`src/hw/lle_pkg.sv`:
```
// Package: offsets, codes and reset values for the loop and error monitor
package lle_pkg;
   localparam logic [7:0] OFF_LOOP    = 8'h00;
   localparam logic [7:0] OFF_CMD     = 8'h04;
   localparam logic [7:0] OFF_BLKERR  = 8'h08;
   localparam logic [7:0] OFF_BERSEL  = 8'h0C;
   localparam logic [7:0] OFF_BERLO   = 8'h10;
   localparam logic [7:0] OFF_BERHI   = 8'h14;
   localparam logic [7:0] OFF_STATUS  = 8'h18;
   // Loop control fields
   localparam int LOOP_B1   = 0;
   localparam int LOOP_B2   = 1;
   localparam int LOOP_ALL  = 2;
   localparam int LOOP_DIR  = 3;
   localparam int LOOP_PASS = 4;
   localparam int LOOP_FRM  = 5;
   localparam logic [5:0] LOOP_RST = 6'h00;
   // Command codes
   localparam logic [3:0] CMD_DR  = 4'h0;
   localparam logic [3:0] CMD_AR  = 4'h8;
   localparam logic [3:0] CMD_AR1 = 4'h9;
   localparam logic [3:0] CMD_AR2 = 4'hA;
   localparam logic [3:0] CMD_AR4 = 4'hB;
   localparam logic [3:0] CMD_RST = 4'h0;
   // Channel identifiers
   localparam logic [1:0] CH_B1 = 2'h0;
   localparam logic [1:0] CH_B2 = 2'h1;
   localparam logic [1:0] CH_D  = 2'h2;
   // Bit error channel select
   localparam logic [1:0] BSEL_OFF = 2'h0;
   localparam logic [1:0] BSEL_B1  = 2'h1;
   localparam logic [1:0] BSEL_B2  = 2'h2;
   localparam logic [1:0] BSEL_ALL = 2'h3;
   // Activation states reported by the state machine
   localparam logic [2:0] ST_DEACT  = 3'h0;
   localparam logic [2:0] ST_SYNNT  = 3'h3;
   localparam logic [2:0] ST_LINKTE = 3'h4;
   localparam logic [2:0] ST_WAIT1  = 3'h5;
   localparam logic [2:0] ST_TRANSP = 3'h6;
   // Repeater request pattern length in frames
   localparam logic [3:0] REP_FRAMES = 4'h8;
   typedef enum logic [1:0] {M_ZERO, M_PLUS, M_ALT} lle_mmode_t;
endpackage

```
`src/hw/lle_sat_counter.sv`:
```
// Saturating event counter with clear-on-read and hold-clear
`timescale 1ns/1ns
module lle_sat_counter #(
   parameter int W = 8
) (
   input  wire logic         mclk,
   input  wire logic         resetn,
   input  wire logic [1:0]   incAmt,
   input  wire logic         readClr,
   input  wire logic         holdClr,
   output logic [W-1:0]      count
);
   logic [W-1:0] count_reg;
   logic [W-1:0] count_next;
   logic [W:0]   sum;
   wire  [W-1:0] base = readClr ? '0 : count_reg;

   // An event in a read-clear cycle is kept, it lands on a zero base
   assign sum = {1'b0, base} + {{(W-1){1'b0}}, incAmt};
   assign count_next = holdClr ? '0 : (sum[W] ? {W{1'b1}} : sum[W-1:0]);
   assign count = count_reg;

   always_ff @(posedge mclk or negedge resetn) begin
      if (!resetn) begin
         count_reg <= '0;
      end else begin
         count_reg <= count_next;
      end
   end
endmodule

```
`src/hw/lle_mchan_gen.sv`:
```
// M-channel symbol generator for remote loop requests
`timescale 1ns/1ns
module lle_mchan_gen (
   input  wire logic              mclk,
   input  wire logic              resetn,
   input  wire logic              frameStrobe,
   input  wire logic              start,
   input  lle_pkg::lle_mmode_t    mode,
   output logic                   mTxPlus
);
   logic [3:0] left_reg;
   logic [3:0] left_next;
   logic       sym_reg;
   logic       sym_next;
   wire        altRun = left_reg != 4'h0;

   assign left_next = start ? lle_pkg::REP_FRAMES
                    : (frameStrobe && altRun) ? left_reg - 4'h1 : left_reg;

   always_comb begin
      sym_next = sym_reg;
      if (frameStrobe) begin
         unique case (mode)
            lle_pkg::M_PLUS: sym_next = 1'b1;
            lle_pkg::M_ALT:  sym_next = altRun ? ~left_reg[0] : 1'b0;
            lle_pkg::M_ZERO: sym_next = 1'b0;
         endcase
      end
   end
   assign mTxPlus = sym_reg;

   always_ff @(posedge mclk or negedge resetn) begin
      if (!resetn) begin
         left_reg <= 4'h0;
         sym_reg  <= 1'b0;
      end else begin
         left_reg <= left_next;
         sym_reg  <= sym_next;
      end
   end
endmodule

```
`src/hw/lle_line_loop_monitor.sv`:
```
// Line loop control, block error and bit error counting for one line port
`timescale 1ns/1ns
module lle_line_loop_monitor #(
   parameter int BLK_W = 8,
   parameter int BER_W = 16
) (
   input  wire logic         mclk,
   input  wire logic         resetn,
   // APB slave
   input  wire logic         psel,
   input  wire logic         penable,
   input  wire logic         pwrite,
   input  wire logic [7:0]   paddr,
   input  wire logic [31:0]  pwdata,
   output logic [31:0]       prdata,
   output logic              pready,
   output logic              pslverr,
   // Frame events from the deframer
   input  wire logic         frameStrobe,
   input  wire logic         frameCodeViol,
   input  wire logic         mRxPlus,
   input  wire logic [2:0]   actState,
   // Monitor channel read of the block error count
   input  wire logic         monRead,
   output logic [7:0]        monData,
   // Bit streams, shared channel tag
   input  wire logic         bitValid,
   input  wire logic [1:0]   chan,
   input  wire logic         sysTxBit,
   input  wire logic         lineRxBit,
   output logic              lineTxValid,
   output logic              lineTxBit,
   output logic              sysRxValid,
   output logic              sysRxBit,
   // Loop and activation controls toward the line circuits
   output logic              analogLoopEn,
   output logic              mTxPlus,
   output logic              activationInhibit
);
   logic [5:0]       loop_reg;
   logic [5:0]       loop_next;
   logic [3:0]       cmd_reg;
   logic [3:0]       cmd_next;
   logic [1:0]       berSel_reg;
   logic [1:0]       berSel_next;
   logic             inhibit_reg;
   logic             inhibit_next;
   logic [31:0]      rdata_reg;
   logic [31:0]      rdata_next;
   logic             err_reg;
   logic             err_next;
   logic             rdy_reg;
   logic             rdy_next;
   logic             ltxV_reg;
   logic             ltxB_reg;
   logic             srxV_reg;
   logic             srxB_reg;
   logic             ltxB_next;
   logic             srxB_next;
   logic [7:0]       mon_reg;
   logic [7:0]       mon_next;
   logic [BLK_W-1:0] blkCount;
   logic [BER_W-1:0] berCount;
   lle_pkg::lle_mmode_t mMode;

   // Bus decode
   // One wait state: read data is registered at the same edge where pready rises
   wire access   = psel && penable;
   wire accFirst = access && !rdy_reg;
   wire wrEn     = access && pwrite && rdy_reg;
   wire rdEn     = accFirst && !pwrite;
   wire hitLoop = paddr == lle_pkg::OFF_LOOP;
   wire hitCmd  = paddr == lle_pkg::OFF_CMD;
   wire hitBlk  = paddr == lle_pkg::OFF_BLKERR;
   wire hitSel  = paddr == lle_pkg::OFF_BERSEL;
   wire hitLo   = paddr == lle_pkg::OFF_BERLO;
   wire hitHi   = paddr == lle_pkg::OFF_BERHI;
   wire hitSt   = paddr == lle_pkg::OFF_STATUS;
   wire mapped  = hitLoop | hitCmd | hitBlk | hitSel | hitLo | hitHi | hitSt;
   wire cmdWr   = wrEn && hitCmd;

   // Loop control fields
   wire b1Loop    = loop_reg[lle_pkg::LOOP_B1];
   wire b2Loop    = loop_reg[lle_pkg::LOOP_B2];
   wire allLoop   = loop_reg[lle_pkg::LOOP_ALL];
   wire dirLine   = loop_reg[lle_pkg::LOOP_DIR];
   wire passThru  = loop_reg[lle_pkg::LOOP_PASS];
   wire framerLp  = loop_reg[lle_pkg::LOOP_FRM];

   // Commanded loops
   wire analogReq = cmd_reg == lle_pkg::CMD_AR1;
   wire remoteReq = cmd_reg == lle_pkg::CMD_AR2;
   wire repReq    = cmd_reg == lle_pkg::CMD_AR4;
   wire wholeLoop = analogReq || framerLp;

   // Channel match for local loops
   wire isB1   = chan == lle_pkg::CH_B1;
   wire isB2   = chan == lle_pkg::CH_B2;
   wire locSel = allLoop || (b1Loop && isB1) || (b2Loop && isB2);
   wire toSys  = locSel && !dirLine;
   wire toLine = locSel && dirLine;

   // Receive side toward the system
   always_comb begin
      if (wholeLoop) begin
         srxB_next = sysTxBit;
      end else if (toSys) begin
         srxB_next = sysTxBit;
      end else if (toLine && !passThru) begin
         srxB_next = 1'b1;
      end else begin
         srxB_next = lineRxBit;
      end
   end

   // Transmit side toward the line; the whole-channel loops stay transparent
   always_comb begin
      if (wholeLoop) begin
         ltxB_next = sysTxBit;
      end else if (toLine) begin
         ltxB_next = lineRxBit;
      end else if (toSys && !passThru) begin
         ltxB_next = 1'b1;
      end else begin
         ltxB_next = sysTxBit;
      end
   end

   // M-channel request; only the repeater and far-end loops are remote
   always_comb begin
      if (remoteReq) begin
         mMode = lle_pkg::M_PLUS;
      end else if (repReq) begin
         mMode = lle_pkg::M_ALT;
      end else begin
         mMode = lle_pkg::M_ZERO;
      end
   end

   lle_mchan_gen u_mgen (
      .mclk        (mclk),
      .resetn      (resetn),
      .frameStrobe (frameStrobe),
      .start       (cmdWr && pwdata[3:0] == lle_pkg::CMD_AR4),
      .mode        (mMode),
      .mTxPlus     (mTxPlus)
   );

   // Block error counting
   wire countState = actState == lle_pkg::ST_SYNNT
                  || actState == lle_pkg::ST_LINKTE
                  || actState == lle_pkg::ST_WAIT1
                  || actState == lle_pkg::ST_TRANSP;
   wire nearErr = frameStrobe && frameCodeViol;
   wire farErr  = frameStrobe && mRxPlus;
   wire [1:0] blkInc = {1'b0, nearErr} + {1'b0, farErr};
   wire blkRead = monRead || (rdEn && hitBlk);

   lle_sat_counter #(.W(BLK_W)) u_blk (
      .mclk    (mclk),
      .resetn  (resetn),
      .incAmt  (blkInc),
      .readClr (blkRead),
      .holdClr (!countState),
      .count   (blkCount)
   );

   // Bit error tally; results mean something only with the far-end loop closed
   wire berChOk = (berSel_reg == lle_pkg::BSEL_ALL)
               || (berSel_reg == lle_pkg::BSEL_B1 && isB1)
               || (berSel_reg == lle_pkg::BSEL_B2 && isB2);
   wire berHit  = berSel_reg != lle_pkg::BSEL_OFF && bitValid && berChOk
               && lineRxBit;

   lle_sat_counter #(.W(BER_W)) u_ber (
      .mclk    (mclk),
      .resetn  (resetn),
      .incAmt  ({1'b0, berHit}),
      .readClr (rdEn && hitLo),
      .holdClr (1'b0),
      .count   (berCount)
   );

   // Register writes
   assign loop_next   = (wrEn && hitLoop) ? pwdata[5:0] : loop_reg;
   assign cmd_next    = cmdWr ? pwdata[3:0] : cmd_reg;
   assign berSel_next = (wrEn && hitSel) ? pwdata[1:0] : berSel_reg;

   // A framer loop closed while deactivated blocks activation until opened
   assign inhibit_next = !framerLp ? 1'b0
                       : (actState == lle_pkg::ST_DEACT) ? 1'b1 : inhibit_reg;

   // Read data; unmapped addresses answer zero with an error
   wire [31:0] statusWord = {24'h0, inhibit_reg, framerLp, analogReq,
                             remoteReq, repReq, actState};
   always_comb begin
      rdata_next = 32'h0;
      if (rdEn) begin
         if (hitLoop) begin
            rdata_next = {26'h0, loop_reg};
         end else if (hitCmd) begin
            rdata_next = {28'h0, cmd_reg};
         end else if (hitBlk) begin
            rdata_next = {{(32-BLK_W){1'b0}}, blkCount};
         end else if (hitSel) begin
            rdata_next = {30'h0, berSel_reg};
         end else if (hitLo) begin
            rdata_next = {24'h0, berCount[7:0]};
         end else if (hitHi) begin
            rdata_next = {24'h0, berCount[15:8]};
         end else if (hitSt) begin
            rdata_next = statusWord;
         end
      end
   end
   assign err_next = accFirst && !mapped;
   assign rdy_next = accFirst;
   assign mon_next = monRead ? blkCount[7:0] : mon_reg;

   // Access completes in its second cycle, with data and error from flip-flops
   assign pready            = rdy_reg;
   assign prdata            = rdata_reg;
   assign pslverr           = err_reg;
   assign monData           = mon_reg;
   assign lineTxValid       = ltxV_reg;
   assign lineTxBit         = ltxB_reg;
   assign sysRxValid        = srxV_reg;
   assign sysRxBit          = srxB_reg;
   assign analogLoopEn      = analogReq;
   assign activationInhibit = inhibit_reg;

   always_ff @(posedge mclk or negedge resetn) begin
      if (!resetn) begin
         loop_reg    <= lle_pkg::LOOP_RST;
         cmd_reg     <= lle_pkg::CMD_RST;
         berSel_reg  <= lle_pkg::BSEL_OFF;
         inhibit_reg <= 1'b0;
         err_reg     <= 1'b0;
         rdy_reg     <= 1'b0;
         mon_reg     <= 8'h00;
      end else begin
         loop_reg    <= loop_next;
         cmd_reg     <= cmd_next;
         berSel_reg  <= berSel_next;
         inhibit_reg <= inhibit_next;
         err_reg     <= err_next;
         rdy_reg     <= rdy_next;
         mon_reg     <= mon_next;
      end
   end

   // Read data is captured in the access cycle and held until the next read
   always_ff @(posedge mclk or negedge resetn) begin
      if (!resetn) begin
         rdata_reg <= 32'h0;
      end else if (rdEn) begin
         rdata_reg <= rdata_next;
      end
   end

   // One cycle of latency on both data paths
   always_ff @(posedge mclk or negedge resetn) begin
      if (!resetn) begin
         ltxV_reg <= 1'b0;
         ltxB_reg <= 1'b1;
         srxV_reg <= 1'b0;
         srxB_reg <= 1'b1;
      end else begin
         ltxV_reg <= bitValid;
         ltxB_reg <= ltxB_next;
         srxV_reg <= bitValid;
         srxB_reg <= srxB_next;
      end
   end
endmodule

```
`config.mk`:
```
export PLATFORM = sky130hd
export DESIGN_NAME = lle_line_loop_monitor
export DESIGN_NICKNAME = d
export VERILOG_FILES = /design/src/hw/lle_pkg.sv /design/src/hw/lle_sat_counter.sv /design/src/hw/lle_mchan_gen.sv /design/src/hw/lle_line_loop_monitor.sv
export SDC_FILE = /design/constraint.sdc
export NUM_CORES = 1
export LEC_CHECK = 0
export ABC_AREA = 1
export BUFFER_PORTS_ARGS = -buffer_cell sky130_fd_sc_hd__buf_2
export CORE_ASPECT_RATIO = 0.5
export CORE_UTILIZATION = 45
export CTS_CLUSTER_DIAMETER = 60
export DETAILED_ROUTE_END_ITERATION = 7
export HOLD_SLACK_MARGIN = 0.05
export PLACE_DENSITY = 0.73
export SLEW_MARGIN = 5
export SYNTH_ARGS = -nofsm -noshare
export SYNTH_HDL_FRONTEND = slang
export SYNTH_SLANG_ARGS = --single-unit
```
`constraint.sdc`:
```
create_clock -name mclk -period 2.1 [get_ports mclk]
set_input_delay 0.42 -clock mclk [delete_from_list [all_inputs] [get_ports mclk]]
set_output_delay 0.42 -clock mclk [all_outputs]
set_load 0.02 [all_outputs]
```
==> out/qor.csv <==
stage,metric,value,unit
clock_tree,cts_buffers,9,
power_and_ir_drop,p_leak,2.42,nW
clock_tree,clk_pin_slew,0.06,ns
floorplanning,ios,106,
yosys,syn-mean-instance-area,7.78,um^2
floorplanning,start_util,0.478,
grt,grt_use_total,0.218,
setup_path,worstSetupEndpoint,u_ber.count[10]$_DFF_PN0_,
setup_path,end_kind,register,
floorplanning,die_h,68.1,um
power_and_ir_drop,pwr_density_cell,661,mW/mm^2
yosys,synth_edf_count,0,
final_layout,layout-area-overhead-vs-synth,22.9,%
clock_tree,cts_max_level,3,
timing,min_period,1.99,ns
yosys,yosysMostFrequentCell,nand2_1,
timing,final_max_slew_viol_count,0,
clock_tree,cts_tree,done,
clock_tree,cts_sinks,63,
power_and_ir_drop,peakVddDrop,0.422,mV
timing,max_freq,504,MHz
yosys,synth_top_area_cell,dfrtp_1,
clock_tree,root_buffer,clkbuf_16,
setup_path,worstPathRequired,2.32,ns
yosys,synth-seq-area-share,0.401,
clock_tree,cts_buffer_depth,2,
timing,setup-violations-final,0,
final_layout,stdcell_count,715,
setup_path,critical_path_class,in -> reg,
final_layout,nets,659,
grt,grt_pass1_wl,15.0,mm
timing,fin_crit_sh,0.945,
final_layout,nFillCells,743,
grt,grt_start_max_net_pins,64,
timing,finalSetupTns,0,ns
final_layout,largest_register_ffs,16,
grt,grt_overflow_total,0,
timing,worst_pin_slew,0.739,ns
floorplanning,num_rows,23,
timing,hold_violations,0,
yosys,yosys.cell_types.count,44,
route,drt_iter0_drc,261,
clock_tree,clk-insertion-delay-late,0.34,ns
grt,antenna_found_initial,0,
setup_path,cp-start-kind,input pin,
route,drc,0,
setup_path,r2r_end,u_ber.count[10]$_DFF_PN0_,
setup_path,crit_fanout,3,
setup_path,reg2reg_depth,10,
final_layout,drive_above_1_share,0.295,
timing,slew_headroom,0.504,
route,avgViaCountPerCell,4.98,
yosys,synth_area_leaders,"dfrtp_1 39%, nand2_1 9.0%, inv_1 7.1%, nand3_1 4.8%, buf_4 4.8%",
setup_path,r2r_slack,0.13,ns
yosys,synth_ff_type,dfrtp_1,
setup_path,reg2reg_from,berSel_reg[1]$_DFFE_PN0P_,
final_layout,antenna_cells,0,
placed_design,dp_hpwl,6.95,mm
yosys,synth_common_cells,"94 x nand2_1, 74 x inv_1, 61 x dfrtp_1",
yosys,ys_warn_count,0,
placed_design,gp_congestion,0.874,
floorplanning,fp.dieW,134,um
route,wl_per_cell,13.1,um
placed_design,dpl.cell_count,695,
timing,rsz0062_at_grt,false,
final_layout,final-seq-area,0.00158,mm^2
yosys,netlist_area,0.00394,mm^2
floorplanning,core,0.00823,mm^2
flow_run,maxCapViolations,0,
timing,hold_ws,0.0921,ns
yosys,synth_seq_cells,63,
final_layout,multiInputGateArea,0.00197,mm^2
route,postRouteAntennaNets,0,
outcome,status,completed,
setup_path,critPathArrivalTime,2.20,ns
route,wirelength,9.34,mm
floorplanning,die_area,0.00915,mm^2
yosys,synth_top_cell_area_share,0.388,
setup_path,crit_start,chan[0],
placed_design,portBuffers,55,
yosys,postSynthCellCount,506,
timing,worst_clock_skew,0.0108,ns
hold_path,hold_class,in -> async,
route,first_pass_iters,5,
clock_tree,cts_hold_buffers,0,
route,vias,3563,
yosys,ys_async_sr_fraction,1.00,
grt,grt_pass1_vias,3219,
where the power goes:
part / switching, mW / internal (mW)
clock network: 0.546 / 0.864
logic: 0.294 / 0.158
registers: 0.0457 / 1.29
total: 0.886 / 2.31
cell families after synthesis:
family          share of synthesized area
buf+inv                             0.142
simple gates                        0.313
mux                               0.00286
fa+ha+maj                          0.0146
xor+xnor                           0.0111
other cells                      0.000952
flops                               0.401
compound gates                      0.115
repair_timing:
item,in CTS,in global routing
resized for setup,0,5
endpoints found under the setup margin,0,21
buffers inserted,0,3
layer usage:
layer,track usage,routed length [um],up-vias,share of wire
met3,0.0600,548,13,0.059
met1,0.272,4230,1648,0.45
li1,-,-,1781,-
met2,0.376,4430,121,0.47
met4,0.0660,131,0,0.014
met5,0,0,-,0
per-stage QoR:
step | worst slack, ns | util | instance area, um^2 | power, mW
6_report | 0.115 | 0.588 | 4840 | 3.20
5_1_grt | 0.00471 | 0.588 | 4840 | 3.34
4_1_cts | 0.0321 | 0.582 | 4790 | 3.22
3_5_place_dp | -0.307 | 0.548 | 4510 | 1.81
3_3_place_gp | -0.266 | 0.548 | 4510 | 1.80
2_1_floorplan | 0.000143 | - | 4100 | 1.67
worst max-delay path, stage by stage:
cell	delay (ns)
buf_2	0.10
or2_2	0.31
a221oi_2	0.29
ha_2	0.27
ha_4	0.15
nand4_4	0.10
nor2_4	0.15
nand2_2	0.08
buf_4	0.14
o21ai_1	0.12
nand3_1	0.07
final cells by class:
type	instances	area share
repair buffers	88	0.111
flip-flops and latches	63	0.327
clock inverters	4	0.00595
well taps	112	0.0290
multi-input cells	352	0.408
clock buffers	12	0.0530
inverters	84	0.0672
worst min-delay path by stage:
stage	endpoint	from	slack [ns]	cells past startpoint
after floorplan	activationInhibit$_DFFE_PN0P_	resetn	0.12	0
after global placement	monData[0]$_DFFE_PN0P_	monData[0]$_DFFE_PN0P_	0.45	2
after detailed placement	monData[0]$_DFFE_PN0P_	monData[0]$_DFFE_PN0P_	0.45	2
after CTS	loop_reg[3]$_DFFE_PN0P_	resetn	0.11	2
after global routing	u_mgen.left_reg[2]$_DFFE_PN0P_	resetn	0.13	2
final	loop_reg[3]$_DFFE_PN0P_	resetn	0.09	2
cells in the final DEF, fill, tap and decap left out, drive strengths merged:
cell,count
nand2,114
nor3,3
o211ai,1
nand3b,3
xnor2,1
nor4,3
or2,2
o31ai,2
dfstp,2
clkinv,3
buf,88
o22ai,4
clkbuf,12
fa,1
nand4,10
nor2,51
a221oi,3
dfrtp,61
ha,3
mux2,1
and3,1
conb,24
nand3,48
inv,83
o32a,1
a21oi,32
o21ai,38
o2111ai,2
clkinvlp,2
xor2,4
No activity file was read; power rests on OpenSTA's default activity.
